==> src/tzp_pkg.sv <==
// package of the timer zero block: register map, field layouts, reset values
// assumes an AHB-Lite fabric and a core clock equal to the instruction cycle
package tzp_pkg;

  localparam int TZP_CNT_W = 8;
  localparam int TZP_PRE_W = 8;
  localparam int TZP_RATE_W = 3;
  localparam int TZP_IRQ_W = 1;

  // byte offsets of the register words
  localparam logic [7:0] TZP_ADDR_COUNT = 8'h00;
  localparam logic [7:0] TZP_ADDR_CONFIG = 8'h04;
  localparam logic [7:0] TZP_ADDR_INTCTL = 8'h08;
  localparam logic [7:0] TZP_ADDR_IRQ_STAT = 8'h0c;
  localparam logic [7:0] TZP_ADDR_IRQ_MASK = 8'h10;

  // interrupt_control field positions and the irq status overflow bit
  localparam int TZP_ICTL_GLOBAL_INT_EN_BIT = 7;
  localparam int TZP_ICTL_OVF_IE_BIT = 5;
  localparam int TZP_ICTL_OVF_FLAG_BIT = 2;
  localparam int TZP_IRQ_OVF_BIT = 0;

  // reset values
  localparam logic [7:0] TZP_CFG_RST = 8'hff;
  localparam logic [7:0] TZP_ICTL_RST = 8'h00;
  localparam logic [7:0] TZP_CNT_RST = 8'h00;
  localparam logic [0:0] TZP_IRQ_MASK_RST = 1'h0;

  // instruction cycles without counting after a count write
  localparam logic [1:0] TZP_INHIBIT_CYCLES = 2'h2;

  localparam logic [1:0] TZP_HTRANS_NONSEQ = 2'h2;
  localparam logic [1:0] TZP_HRESP_OKAY = 2'h0;

  typedef enum logic [0:0] {
    TZP_BUS_IDLE = 1'b0,
    TZP_BUS_WAIT = 1'b1
  } tzp_bus_e;

  // timing_config layout, bit 7 down to bit 0
  typedef struct packed {
    logic pullup_dis;
    logic int_edge;
    logic clock_source_select;
    logic source_edge_select;
    logic prescaler_assignment;
    logic [TZP_RATE_W-1:0] rate_select_field;
  } tzp_cfg_s;

  typedef struct packed {
    logic write;
    logic [7:0] addr;
  } tzp_req_s;

endpackage : tzp_pkg

==> src/tzp_edge_sync.sv <==
// synchroniser and selectable edge detector for the external count input
// assumes the input may change at any time relative to the core clock
`timescale 1ns/1ps
`default_nettype none
module tzp_edge_sync (
  // clock and reset
  input wire logic clk,
  input wire logic arst_n,
  // pin and edge choice
  input wire logic din,
  input wire logic falling_sel,
  // one-cycle pulse on the chosen edge
  output logic edge_pulse
);
  logic meta_ff;
  logic sync_ff;
  logic prev_ff;

  // meta_ff feeds sync_ff only
  always_ff @(posedge clk or negedge arst_n) begin
    if (!arst_n) begin
      meta_ff <= 1'b0;
      sync_ff <= 1'b0;
      prev_ff <= 1'b0;
    end else begin
      meta_ff <= din;
      sync_ff <= meta_ff;
      prev_ff <= sync_ff;
    end
  end

  // edge taken on the synchronised copy only
  assign edge_pulse = falling_sel ? (prev_ff & ~sync_ff) : (~prev_ff & sync_ff);

endmodule : tzp_edge_sync
`default_nettype wire

==> src/tzp_timer.sv <==
// 8-bit timer/counter with prescaler shared with the watchdog, AHB-Lite slave
// assumes CORE_CLK is the instruction cycle clock and a single bus master
//
// Implementation choices: the AHB-Lite slave port and the register addresses.
`timescale 1ns/1ps
`default_nettype none
module tzp_timer
  import tzp_pkg::*;
#(
  parameter int CNT_W = TZP_CNT_W,
  parameter int PRE_W = TZP_PRE_W
) (
  // clock and reset
  input wire logic CORE_CLK,
  input wire logic ARST_N,
  // AHB-Lite slave
  input wire logic HSEL,
  input wire logic [31:0] HADDR,
  input wire logic [1:0] HTRANS,
  input wire logic HWRITE,
  input wire logic [2:0] HSIZE,
  input wire logic [31:0] HWDATA,
  input wire logic HREADY,
  output logic HREADYOUT,
  output logic [1:0] HRESP,
  output logic [31:0] HRDATA,
  // count pin and core state
  input wire logic EXT_COUNT_IN,
  input wire logic SLEEP_MODE,
  // watchdog side
  input wire logic WATCHDOG_CLEAR_OP,
  input wire logic WATCHDOG_BASE_TICK,
  output logic WATCHDOG_PRESC_TICK,
  // interrupt
  output logic IRQ
);

  if (CNT_W != 8) begin : g_bad_cnt
    $error("tzp_timer: CNT_W must be 8");
  end
  if (PRE_W != 8) begin : g_bad_pre
    $error("tzp_timer: PRE_W must be 8 to reach 1:256");
  end

  tzp_bus_e bus_st_ff;
  tzp_req_s req_ff;
  tzp_cfg_s cfg_ff;
  logic [7:0] ictl_ff;
  logic [TZP_IRQ_W-1:0] irq_stat_ff;
  logic [TZP_IRQ_W-1:0] irq_mask_ff;
  logic [CNT_W-1:0] count_ff;
  logic [PRE_W-1:0] presc_ff;
  logic [1:0] inhibit_ff;
  logic wd_tick_ff;
  logic [31:0] hrdata_ff;
  logic [31:0] rd_mux;

  logic accept;
  logic do_acc;
  logic wr_cnt;
  logic wr_cfg;
  logic wr_ictl;
  logic wr_mask;
  logic rd_stat;
  logic ext_edge;
  logic tmr_src;
  logic presc_evt;
  logic [3:0] tap_exp;
  logic [PRE_W:0] tap_one;
  logic [PRE_W:0] tap_full;
  logic [PRE_W-1:0] tap_mask;
  logic tap_done;
  logic tmr_inc;
  logic presc_clr;
  logic ovf;

  // bus front end: one wait state so a read sees every earlier write
  assign accept = HSEL & HREADY & (HTRANS == TZP_HTRANS_NONSEQ);
  assign do_acc = (bus_st_ff == TZP_BUS_WAIT);
  assign wr_cnt = do_acc & req_ff.write & (req_ff.addr == TZP_ADDR_COUNT);
  assign wr_cfg = do_acc & req_ff.write & (req_ff.addr == TZP_ADDR_CONFIG);
  assign wr_ictl = do_acc & req_ff.write & (req_ff.addr == TZP_ADDR_INTCTL);
  assign wr_mask = do_acc & req_ff.write & (req_ff.addr == TZP_ADDR_IRQ_MASK);
  assign rd_stat = do_acc & ~req_ff.write & (req_ff.addr == TZP_ADDR_IRQ_STAT);

  always_ff @(posedge CORE_CLK or negedge ARST_N) begin
    if (!ARST_N) begin
      bus_st_ff <= TZP_BUS_IDLE;
    end else begin
      unique case (bus_st_ff)
        TZP_BUS_IDLE: begin
          if (accept) begin
            bus_st_ff <= TZP_BUS_WAIT;
          end
        end
        TZP_BUS_WAIT: begin
          bus_st_ff <= TZP_BUS_IDLE;
        end
      endcase
    end
  end

  // HSEL/HTRANS qualify NONSEQ only, SEQ is ignored; only NONSEQ singles are expected
  always_ff @(posedge CORE_CLK or negedge ARST_N) begin
    if (!ARST_N) begin
      req_ff <= '0;
    end else if (accept) begin
      req_ff.write <= HWRITE;
      req_ff.addr <= {HADDR[7:2], 2'h0};
    end
  end

  always_comb begin
    rd_mux = 32'h0000_0000;
    unique case (req_ff.addr)
      TZP_ADDR_COUNT: rd_mux = {{(32 - CNT_W){1'b0}}, count_ff};
      TZP_ADDR_CONFIG: rd_mux = {24'h00_0000, cfg_ff};
      TZP_ADDR_INTCTL: rd_mux = {24'h00_0000, ictl_ff};
      TZP_ADDR_IRQ_STAT: rd_mux = {{(32 - TZP_IRQ_W){1'b0}}, irq_stat_ff};
      TZP_ADDR_IRQ_MASK: rd_mux = {{(32 - TZP_IRQ_W){1'b0}}, irq_mask_ff};
      default: rd_mux = 32'h0000_0000;
    endcase
  end

  always_ff @(posedge CORE_CLK or negedge ARST_N) begin
    if (!ARST_N) begin
      hrdata_ff <= 32'h0000_0000;
    end else if (do_acc & ~req_ff.write) begin
      hrdata_ff <= rd_mux;
    end
  end

  assign HREADYOUT = ~do_acc;
  assign HRESP = TZP_HRESP_OKAY;
  assign HRDATA = hrdata_ff;

  // configuration
  always_ff @(posedge CORE_CLK or negedge ARST_N) begin
    if (!ARST_N) begin
      cfg_ff <= tzp_cfg_s'(TZP_CFG_RST);
    end else if (wr_cfg) begin
      cfg_ff <= tzp_cfg_s'(HWDATA[7:0]);
    end
  end

  always_ff @(posedge CORE_CLK or negedge ARST_N) begin
    if (!ARST_N) begin
      irq_mask_ff <= TZP_IRQ_MASK_RST;
    end else if (wr_mask) begin
      irq_mask_ff <= HWDATA[TZP_IRQ_W-1:0];
    end
  end

  // count source
  tzp_edge_sync u_edge (
    .clk(CORE_CLK),
    .arst_n(ARST_N),
    .din(EXT_COUNT_IN),
    .falling_sel(cfg_ff.source_edge_select),
    .edge_pulse(ext_edge)
  );

  // sleep stops the timer path only; the watchdog path keeps running
  assign tmr_src = ~SLEEP_MODE & (cfg_ff.clock_source_select ? ext_edge : 1'b1);

  // one prescaler, fed from whichever user owns it
  assign presc_evt = cfg_ff.prescaler_assignment ? WATCHDOG_BASE_TICK : tmr_src;

  // tap exponent: rate code for the watchdog, rate code plus one for the timer
  assign tap_exp = cfg_ff.prescaler_assignment ? {1'b0, cfg_ff.rate_select_field}
                                               : {1'b0, cfg_ff.rate_select_field} + 4'h1;
  assign tap_one = (PRE_W + 1)'(1) << tap_exp;
  assign tap_full = tap_one - (PRE_W + 1)'(1);
  assign tap_mask = tap_full[PRE_W-1:0];
  assign tap_done = presc_evt & ((presc_ff & tap_mask) == tap_mask);

  assign presc_clr = (wr_cnt & ~cfg_ff.prescaler_assignment)
                   | (WATCHDOG_CLEAR_OP & cfg_ff.prescaler_assignment);

  // not visible on the bus by design
  always_ff @(posedge CORE_CLK or negedge ARST_N) begin
    if (!ARST_N) begin
      presc_ff <= '0;
    end else if (presc_clr) begin
      presc_ff <= '0;
    end else if (presc_evt) begin
      presc_ff <= presc_ff + PRE_W'(1);
    end
  end

  always_ff @(posedge CORE_CLK or negedge ARST_N) begin
    if (!ARST_N) begin
      wd_tick_ff <= 1'b0;
    end else begin
      wd_tick_ff <= cfg_ff.prescaler_assignment ? tap_done : WATCHDOG_BASE_TICK;
    end
  end
  assign WATCHDOG_PRESC_TICK = wd_tick_ff;

  // timer advance: undivided only when the watchdog owns the prescaler
  assign tmr_inc = (inhibit_ff == 2'h0) & ~wr_cnt
                 & (cfg_ff.prescaler_assignment ? tmr_src : tap_done);
  assign ovf = tmr_inc & (count_ff == {CNT_W{1'b1}});

  always_ff @(posedge CORE_CLK or negedge ARST_N) begin
    if (!ARST_N) begin
      inhibit_ff <= 2'h0;
    end else if (wr_cnt) begin
      inhibit_ff <= TZP_INHIBIT_CYCLES;
    end else if (inhibit_ff != 2'h0) begin
      inhibit_ff <= inhibit_ff - 2'h1;
    end
  end

  always_ff @(posedge CORE_CLK or negedge ARST_N) begin
    if (!ARST_N) begin
      count_ff <= TZP_CNT_RST;
    end else if (wr_cnt) begin
      count_ff <= HWDATA[CNT_W-1:0];
    end else if (tmr_inc) begin
      count_ff <= count_ff + CNT_W'(1);
    end
  end

  // overflow flag: hardware set beats a software clear in the same cycle
  always_ff @(posedge CORE_CLK or negedge ARST_N) begin
    if (!ARST_N) begin
      ictl_ff <= TZP_ICTL_RST;
    end else begin
      if (wr_ictl) begin
        ictl_ff <= HWDATA[7:0];
      end
      if (ovf) begin
        ictl_ff[TZP_ICTL_OVF_FLAG_BIT] <= 1'b1;
      end
    end
  end

  always_ff @(posedge CORE_CLK or negedge ARST_N) begin
    if (!ARST_N) begin
      irq_stat_ff <= '0;
    end else if (ovf) begin
      irq_stat_ff[TZP_IRQ_OVF_BIT] <= 1'b1;
    end else if (rd_stat) begin
      irq_stat_ff <= '0;
    end
  end

  assign IRQ = |(irq_stat_ff & irq_mask_ff);

  logic quiet;
  assign quiet = ~wr_cnt & ~wr_cfg & ~SLEEP_MODE & (inhibit_ff == 2'h0);
endmodule : tzp_timer
`default_nettype wire

==> config.mk <==
export PLATFORM = sky130hd
export DESIGN_NAME = tzp_timer
export DESIGN_NICKNAME = d
export VERILOG_FILES = /design/src/tzp_pkg.sv /design/src/tzp_edge_sync.sv /design/src/tzp_timer.sv
export SDC_FILE = /design/constraint.sdc
export NUM_CORES = 1
export LEC_CHECK = 0
export ABC_AREA = 1
export BUFFER_PORTS_ARGS = -buffer_cell sky130_fd_sc_hd__buf_2
export CORE_ASPECT_RATIO = 0.5
export CORE_UTILIZATION = 54
export CTS_BUF_LIST = sky130_fd_sc_hd__clkbuf_16
export DETAILED_ROUTE_END_ITERATION = 7
export MAX_ROUTING_LAYER = met4
export PLACE_DENSITY = 0.82
export SETUP_SLACK_MARGIN = 0.4
export SLEW_MARGIN = 10
export SYNTH_ARGS = -nofsm -noshare
export SYNTH_HDL_FRONTEND = slang
export SYNTH_SLANG_ARGS = --single-unit
==> constraint.sdc <==
create_clock -name CORE_CLK -period 4.5 [get_ports CORE_CLK]
set_clock_uncertainty 0.15 [all_clocks]
set_input_delay 0.675 -clock CORE_CLK [delete_from_list [all_inputs] [get_ports CORE_CLK]]
set_output_delay 0.675 -clock CORE_CLK [all_outputs]
set_load 0.01 [all_outputs]
==> summary.md, run 1 <==
| Metric | Value |
|---|---|
| Run status | `complete, no violations` |
| DRC violation count after routing | `0` |
| Overall die height | `around 56 um` |
| Detailed-route vias per instance | `5.07` |
| Post-CTS setup repair buffer count | `0` |
| Layout Nets | `514` |
| Clock period minus final worst setup slack | `3080 ps` |
| # setup viols final | `0` |
| Upper clock frequency limit | `324 MHz` |
| Initial antenna violation count | `0` |
| Number of input and output port buffers inserted | `35` |
| Number of buffers created by CTS | `5` |
| Static leakage | `1.84 nW` |
| Startpoint of the most critical setup path | `cfg_ff[0]$_DFFE_PN1P_` |
| Fraction of final layout cells with drive strength greater than 1 | `18.8%` |
| Power density normalized to cell area | `roughly 380 nW/um^2` |
| Maximum buffer depth of the clock tree | `2` |
| Quantity of gates resized following cts | `0` |
| Signed area change from the synthesized netlist to the final layout | `8.66%` |
| Placement-stage cell area | `3310 um^2` |
| Setup repair after global routing missed its margin | `no` |
| Launch point of the worst hold path | `u_edge.meta_ff$_DFF_PN0_` |
| Core box area | `5560 um^2` |
| Post-route fraction of the period consumed by the critical path | `68.5%` |
| Final-layout worst hold slack | `204 ps` |
| Total number of H-tree levels | `2` |
| Worst path required time | `approximately 4500 ps` |
| Fraction of the mapped netlist area in compound gates | `around 11%` |
| Starting DRT DRC Count | `~120` |
| Synthesized area | `3180 um^2` |
| Warning count from the yosys run | `0` |
| Cell type contributing the most total cell area after synthesis | `sky130_fd_sc_hd__dfrtp_1` |
| Detailed-route wire length per cell | `12.5 um` |
| Number of nets with antenna violations after routing | `0` |
| Number of placed I/O pins | `around 120` |
| Delay contributed by the slowest stage of the critical path | `620 ps` |
| Adder and majority cell fraction of the synthesized area | `1.97%` |
| Die area | `a little over 6000 um^2` |
| Class of the most critical setup path | `reg2reg` |
| Sequence of cells on the critical path | `ha_1 > nand2_1 > nand2_2 > nor2_4 > nand3_2 > ha_1 > or2_2 > nand2_1 > a21oi_1 > nand3_1 > nor2_1 > nand3_2 > nand2_1 > nand2_2 > nand2_2 > nand2_1 > nand2_1` |
| GRT met3 Usage | `4.03%` |
| Remaining Overflow, GRT | `0` |
| TritonCTS Sinks | `56` |
| Utilization after layout | `between 60% and 70%` |
| Flops & latches, synth | `56` |
| Sort of element at the end of the critical path | `register` |
| Fraction of post-synthesis cell area in the top cell type by area | `37.8%` |
| Pin count of the biggest net entering global routing | `33` |
| Initial Utilization | `57.1%` |
| Clock transition at the register clock pins on the worst setup and hold paths after CTS | `70 ps` |
| DRT Pass-1 Iters | `4` |
| Busiest layer in global routing | `met2` |
| Clock tree from TritonCTS | `done` |
| GR met2 Demand/Resource | `a little under two fifths` |
| Simple-Gate Fraction of Synth Area | `26.9%` |
| Class of the tightest hold or removal check | `reg2reg` |
| Hold-fix buffers, CTS | `0` |
| Detailed Place HPWL | `4500 um` |
| Dpl cells | `497` |
| Clock latency of the later-clocked register in the worst-skew pair | `300 ps` |
| Critical path arrival | `3120 ps` |
| Via count of the first global-routing pass | `2435` |
| Row count | `19` |
| Highest net fanout along the worst path | `11` |
| Routed vias | `2559` |
| Fin area | `3450 um^2` |
| Finished Layout Cells | `505` |
| Root Buffer | `sky130_fd_sc_hd__clkbuf_16` |
| Reg-to-Reg Start | `cfg_ff[0]$_DFFE_PN1P_` |
| Final routed wirelength across all metal layers | `6310 um` |
| Post-synth top flop | `sky130_fd_sc_hd__dfrtp_1` |
| Most frequent cell on the critical path | `sky130_fd_sc_hd__nand2_1` |
| Number of max-slew violations in the final report | `0` |
| GPL Wtd Cong | `approximately 0.86` |
| Cell at the slowest stage of the critical path | `sky130_fd_sc_hd__dfstp_2` |
| Total global-route track usage | `about 23%` |
| Number of maximum-capacitance violations | `0` |
| Main combinational cell family by area after synthesis | `simple AND/OR/NAND/NOR gates` |
| EDFF count, synth | `0` |
| Cell count after synthesis | `397` |
| Wire length of the first global-routing pass | `11000 um` |
| Area share of xor/xnor cells in the synthesized design | `1.65%` |
| Worst supply voltage drop on vdd | `232 uV` |
| Setup TNS after final layout | `0 ps` |
| Distinct cells, synth | `39` |
| GRT met1 Usage | `29.2%` |
| Top cells by area, synth | `sky130_fd_sc_hd__dfrtp_1, sky130_fd_sc_hd__nand2_1, sky130_fd_sc_hd__dfstp_2` |
| Hold Vio Cnt, Final | `0` |
| Worst setup SP type | `register` |
| Share of synthesized flip-flops with an asynchronous set or reset | `100%` |
| Portion of netlist area occupied by mux cells | `1.06%` |
| Worst Max-Slew Pin Slew | `590 ps` |
| Register area share after synthesis | `44.4%` |
| FF-to-FF setup slack | `1420 ps` |
| Antenna diode count | `0` |
| Max-Slew Margin vs Limit | `60.3%` |
| Horizontal extent of the die | `110 um` |
| Average instance area after synthesis | `8.00 um^2` |
[report_power, final]
group          switching, W  internal (W)  total [W]
sequential        0.0000685      0.000576   0.000644
combinational      0.000167      0.000121   0.000288
clock              0.000186      0.000208   0.000393
[per-layer routing]
metal | vias up | wire (um)
met4 | 0 | 124
met5 | - | 0
met3 | 14 | 276
met1 | 1177 | 3010
met2 | 73 | 2900
li1 | 1295 | -
[worst paths after layout]
check	endpoint	depth (start not counted)
setup / recovery	count_ff[2]$_DFFE_PN0P_	17
hold / removal	u_edge.sync_ff$_DFF_PN0_	0
setup reg to reg	count_ff[2]$_DFFE_PN0P_	17
hold reg to reg	u_edge.sync_ff$_DFF_PN0_	0
max in group asynchronous	cfg_ff[5]$_DFFE_PN1P_	2
min in group asynchronous	req_ff[7]$_DFFE_PN0P_	1
[state kept, by name (all words and copies together) (netlist names), 2 cells and up]
name / cells
presc_ff: 8
HRDATA: 8
count_ff: 8
inhibit_ff: 2
req_ff: 7
ictl_ff: 8
cfg_ff: 8
[Yosys cell counts (all sizes together) (2+ instances only)]
cell	number
o21ai	39
dfrtp	48
nor3	3
nor2	30
a22oi	2
mux2	3
dfstp	8
clkbuf	4
ha	5
nor3b	3
or2	2
xor2	5
buf	31
nand2	108
inv	43
a21oi	16
nand3	31
o22ai	2
nand4	5
[critical path: cells and delay by family (launching register included)]
kind / cells / cell delay (ps)
adders and majority gates: 2 / 560
AOI/OAI and AO/OA: 1 / 40
DFF: 1 / 620
and+or+nand+nor: 14 / 1610
[cells by family after synthesis]
logic type	Yosys count
XOR/XNOR	6
AO/OA/AOI/OAI	64
other	1
adder cells (fa/ha/maj)	5
AND/OR/NAND/NOR	184
buffers and inverters	78
flip-flops	56
multiplexers	3
[per-stage QoR]
step | total power [W] | setup slack [ps]
5_1_grt | 0.00141 | 1180
3_3_place_gp | 0.000922 | 1450
4_1_cts | 0.00133 | 1420
3_5_place_dp | 0.000934 | 1440
6_report | 0.00133 | 1420
2_1_floorplan | 0.000874 | 1970
[placed cells by master, fill, tap and decap left out, types with 2 or more instances in the layout]
master | Yosys | routed
sky130_fd_sc_hd__a21oi_1 | 16 | 16
sky130_fd_sc_hd__a22oi_1 | 2 | 2
sky130_fd_sc_hd__buf_2 | 2 | 35
sky130_fd_sc_hd__buf_4 | 26 | 2
sky130_fd_sc_hd__clkbuf_16 | 0 | 5
sky130_fd_sc_hd__conb_1 | 1 | 26
sky130_fd_sc_hd__dfrtp_1 | 48 | 48
sky130_fd_sc_hd__dfstp_2 | 8 | 8
sky130_fd_sc_hd__ha_1 | 5 | 5
sky130_fd_sc_hd__inv_1 | 41 | 41
sky130_fd_sc_hd__inv_2 | 2 | 2
sky130_fd_sc_hd__mux2_2 | 3 | 3
sky130_fd_sc_hd__nand2_1 | 103 | 103
sky130_fd_sc_hd__nand2_2 | 5 | 5
sky130_fd_sc_hd__nand3_1 | 19 | 19
sky130_fd_sc_hd__nand3_2 | 12 | 12
sky130_fd_sc_hd__nand4_1 | 5 | 5
sky130_fd_sc_hd__nor2_1 | 27 | 27
sky130_fd_sc_hd__nor2_2 | 2 | 2
sky130_fd_sc_hd__nor3_1 | 3 | 3
sky130_fd_sc_hd__nor3b_1 | 3 | 3
sky130_fd_sc_hd__o21ai_0 | 36 | 36
sky130_fd_sc_hd__o21ai_2 | 2 | 2
sky130_fd_sc_hd__o22ai_1 | 2 | 2
sky130_fd_sc_hd__xor2_1 | 5 | 5
[final cells by class]
class                      instances  area [um^2]
tap                               73         91.3
inverter                          43          161
fill                             500         2110
sequential                        56         1410
clock buffer                       5          125
clock inverter                     3         21.3
timing repair buffer              37          190
multi-input combinational        288         1450
(Power assumes the default switching activity.)
==> inputs of run 2 (changes only) <==
--- a/config.mk
+++ b/config.mk
@@ -8,11 +8,11 @@
 export ABC_AREA = 1
 export BUFFER_PORTS_ARGS = -buffer_cell sky130_fd_sc_hd__buf_2
 export CORE_ASPECT_RATIO = 0.5
-export CORE_UTILIZATION = 54
+export CORE_UTILIZATION = 50
 export CTS_BUF_LIST = sky130_fd_sc_hd__clkbuf_16
 export DETAILED_ROUTE_END_ITERATION = 7
 export MAX_ROUTING_LAYER = met4
-export PLACE_DENSITY = 0.82
+export PLACE_DENSITY = 0.76
 export SETUP_SLACK_MARGIN = 0.4
 export SLEW_MARGIN = 10
 export SYNTH_ARGS = -nofsm -noshare
==> constraint.sdc (replaced) <==
create_clock -name CORE_CLK -period 2.98 [get_ports CORE_CLK]
set_clock_uncertainty 0.15 [all_clocks]
set_input_delay 0.447 -clock CORE_CLK [delete_from_list [all_inputs] [get_ports CORE_CLK]]
set_output_delay 0.447 -clock CORE_CLK [all_outputs]
set_load 0.01 [all_outputs]
==> run 2 against run 1 <==
Compared with the run above:
- critical path depth unchanged
- sequential share of layout area down 2.4 points
- cell area up 6.2%
- die area up 7.8%
- sequential cell count unchanged
- first-iteration DRC count up 12%
- largest power group unchanged
==> summary.md, run 2 (synthesis gave the netlist of run 1 again) <==
| Metric | Value |
|---|---|
| Run status | `complete, no violations` |
| Core box area | `6110 um^2 (+9.8%)` |
| Final routed wirelength across all metal layers | `6710 um (+6.3%)` |
| # setup viols final | `0 (unchanged)` |
| Layout Nets | `527 (+2.5%)` |
| Number of placed I/O pins | `115 (unchanged)` |
| Max-Slew Margin vs Limit | `54.1% (-6.2 points)` |
| Worst setup endpoint | `count_ff[7]$_DFFE_PN0P_` |
| Initial Utilization | `52.0% (-5.1 points)` |
| Clock tree from TritonCTS | `done` |
| Total number of H-tree levels | `2 (unchanged)` |
| Number of buffers created by CTS | `5 (unchanged)` |
| Highest net fanout along the worst path | `6 (-5)` |
| Fraction of final layout cells with drive strength greater than 1 | `23.4% (+4.6 points)` |
| Hold-fix buffers, CTS | `0 (unchanged)` |
| Number of maximum-capacitance violations | `0 (unchanged)` |
| Total global-route track usage | `22.2% (-0.87 points)` |
| Endpoint of the worst register-to-register path | `count_ff[7]$_DFFE_PN0P_` |
| Class of the most critical setup path | `reg2reg` |
| Routed vias | `2669 (+4.3%)` |
| Signed area change from the synthesized netlist to the final layout | `15.4%` |
| Row count | `20 (+1)` |
| Remaining Overflow, GRT | `0 (unchanged)` |
| Detailed-route wire length per cell | `12.6 um (+0.75%)` |
| FF-to-FF setup slack | `320 ps (-1090 ps)` |
| Starting DRT DRC Count | `131 (+12%)` |
| Upper clock frequency limit | `376 MHz (+16%)` |
| Power density normalized to cell area | `545 nW/um^2 (+42%)` |
| Depth of the most critical reg-to-reg path | `17 (unchanged)` |
| Critical path arrival | `2690 ps (-430 ps)` |
| Post-route fraction of the period consumed by the critical path | `89.2% (+21 points)` |
| Die area | `6700 um^2 (+7.8%)` |
| Wire length of the first global-routing pass | `11100 um (+0.76%)` |
| Setup TNS after final layout | `0 ps (unchanged)` |
| Via count of the first global-routing pass | `2414 (-0.86%)` |
| Startpoint of the most critical setup path | `cfg_ff[0]$_DFFE_PN1P_` |
| Root Buffer | `sky130_fd_sc_hd__clkbuf_16` |
| Placement-stage cell area | `3350 um^2 (+1.5%)` |
| Pin count of the biggest net entering global routing | `32 (-3.0%)` |
| Detailed Place HPWL | `4720 um (+4.9%)` |
| Placement-stage worst setup slack | `251 ps (-1190 ps)` |
| Sort of element at the end of the critical path | `register` |
| TritonCTS Sinks | `56 (unchanged)` |
| DRC violation count after routing | `0 (unchanged)` |
| Worst supply voltage drop on vdd | `292 uV (+26%)` |
| Fin area | `3670 um^2 (+6.2%)` |
| Final Worst Setup Slack | `321 ps (-1090 ps)` |
| Number of max-slew violations in the final report | `0 (unchanged)` |
| GPL Wtd Cong | `0.852 (-1.0%)` |
| Worst path required time | `3010 ps (-1530 ps)` |
| Setup repair after global routing missed its margin | `yes` |
| Hold Vio Cnt, Final | `0 (unchanged)` |
| Antenna diode count | `0 (unchanged)` |
| Horizontal extent of the die | `115 um (+3.9%)` |
| Utilization after layout | `60.1% (-2.0 points)` |
| Maximum buffer depth of the clock tree | `2 (unchanged)` |
| Class of the tightest hold or removal check | `in2async` |
| Number of nets with antenna violations after routing | `0 (unchanged)` |
| Reg-to-Reg Start | `cfg_ff[0]$_DFFE_PN1P_` |
| Initial antenna violation count | `0 (unchanged)` |
| Worst setup SP type | `register` |
| Overall die height | `58.4 um (+3.8%)` |
| Number of input and output port buffers inserted | `35 (unchanged)` |
| Most frequent cells in the layout | `sky130_fd_sc_hd__nand2_1, sky130_fd_sc_hd__dfrtp_1, sky130_fd_sc_hd__inv_1` |
| DRT Pass-1 Iters | `4 (unchanged)` |
| Clock latency of the later-clocked register in the worst-skew pair | `290 ps (about the same)` |
| Detailed-route vias per instance | `5.01 (-1.2%)` |
| Clock period minus final worst setup slack | `2660 ps (-426 ps)` |
| Worst Max-Slew Pin Slew | `689 ps (+99.1 ps)` |
| Most common cell after layout, fill and taps aside | `sky130_fd_sc_hd__nand2_1` |
| Static leakage | `1.93 nW (+5.0%)` |
| Clock transition at the register clock pins on the worst setup and hold paths after CTS | `70 ps (about the same)` |
## run 2: power breakdown
group | internal, W | total, W | switching (W)
Combinational | 0.000197 | 0.000460 | 0.000263
Clock | 0.000303 | 0.000559 | 0.000256
Sequential | 0.000870 | 0.000980 | 0.000110
## run 2: metal layers
layer	wire, um	track usage (%)
met1	3120	28.7
met2	3210	36.7
met3	296	3.71
met4	89	6.31
met5	0	-
## run 2: layout make-up
cell class                      count  area (um^2)
Sequential cell                    56         1410
Multi-Input combinational cell    288         1550
Tap cell                           88          110
Fill cell                         539         2440
Inverter                           43          161
Timing Repair Buffer               50          303
Clock buffer                        5          125
Clock inverter                      3         11.3
## run 2: how the worst min path moves through the flow
| stage | slack [ps] | depth (start not counted) | to | startpoint |
|---|---|---|---|---|
| after floorplan | 1 | 0 | HRDATA[0]$_DFFE_PN0P_ | ARST_N |
| after global placement | 190 | 0 | u_edge.sync_ff$_DFF_PN0_ | u_edge.meta_ff$_DFF_PN0_ |
| after detailed placement | 200 | 0 | u_edge.sync_ff$_DFF_PN0_ | u_edge.meta_ff$_DFF_PN0_ |
| after CTS | 80 | 1 | presc_ff[5]$_DFFE_PN0P_ | ARST_N |
| after global routing | 90 | 1 | presc_ff[5]$_DFFE_PN0P_ | ARST_N |
| final | 30 | 1 | presc_ff[5]$_DFFE_PN0P_ | ARST_N |
## run 2: what timing repair did
item / CTS / global route
resized for setup: 9 / 16
pin swaps: 13 / 14
buffers inserted: 6 / 3
endpoints found under the setup margin: 10 / 11
endpoints found under the hold margin: 0 / 0
## run 2: worst max-delay path, stage by stage, from the launching register on
cell and delay (ps):
sky130_fd_sc_hd__dfstp_2 580, sky130_fd_sc_hd__ha_4 220, sky130_fd_sc_hd__nand2_4 70, sky130_fd_sc_hd__nand2_4 50
sky130_fd_sc_hd__nor2_4 130, sky130_fd_sc_hd__nand3_4 100, sky130_fd_sc_hd__ha_4 280, sky130_fd_sc_hd__or2_4 100
sky130_fd_sc_hd__nand2_2 40, sky130_fd_sc_hd__a21oi_2 90, sky130_fd_sc_hd__nand3_1 90, sky130_fd_sc_hd__nor2_2 130
sky130_fd_sc_hd__nand3_2 90, sky130_fd_sc_hd__nand2_2 90, sky130_fd_sc_hd__nand2_4 80, sky130_fd_sc_hd__buf_8 150
sky130_fd_sc_hd__nand3_2 60, sky130_fd_sc_hd__nand2_1 50
## run 2: through the flow
stage,hold WS [ps],power (W),cells
floorplan,1.41,0.00132,422
global placement,188,0.00140,516
detailed placement,204,0.00142,516
CTS,75.4,0.00198,530
global route,94.9,0.00213,533
finish,33.8,0.00200,533
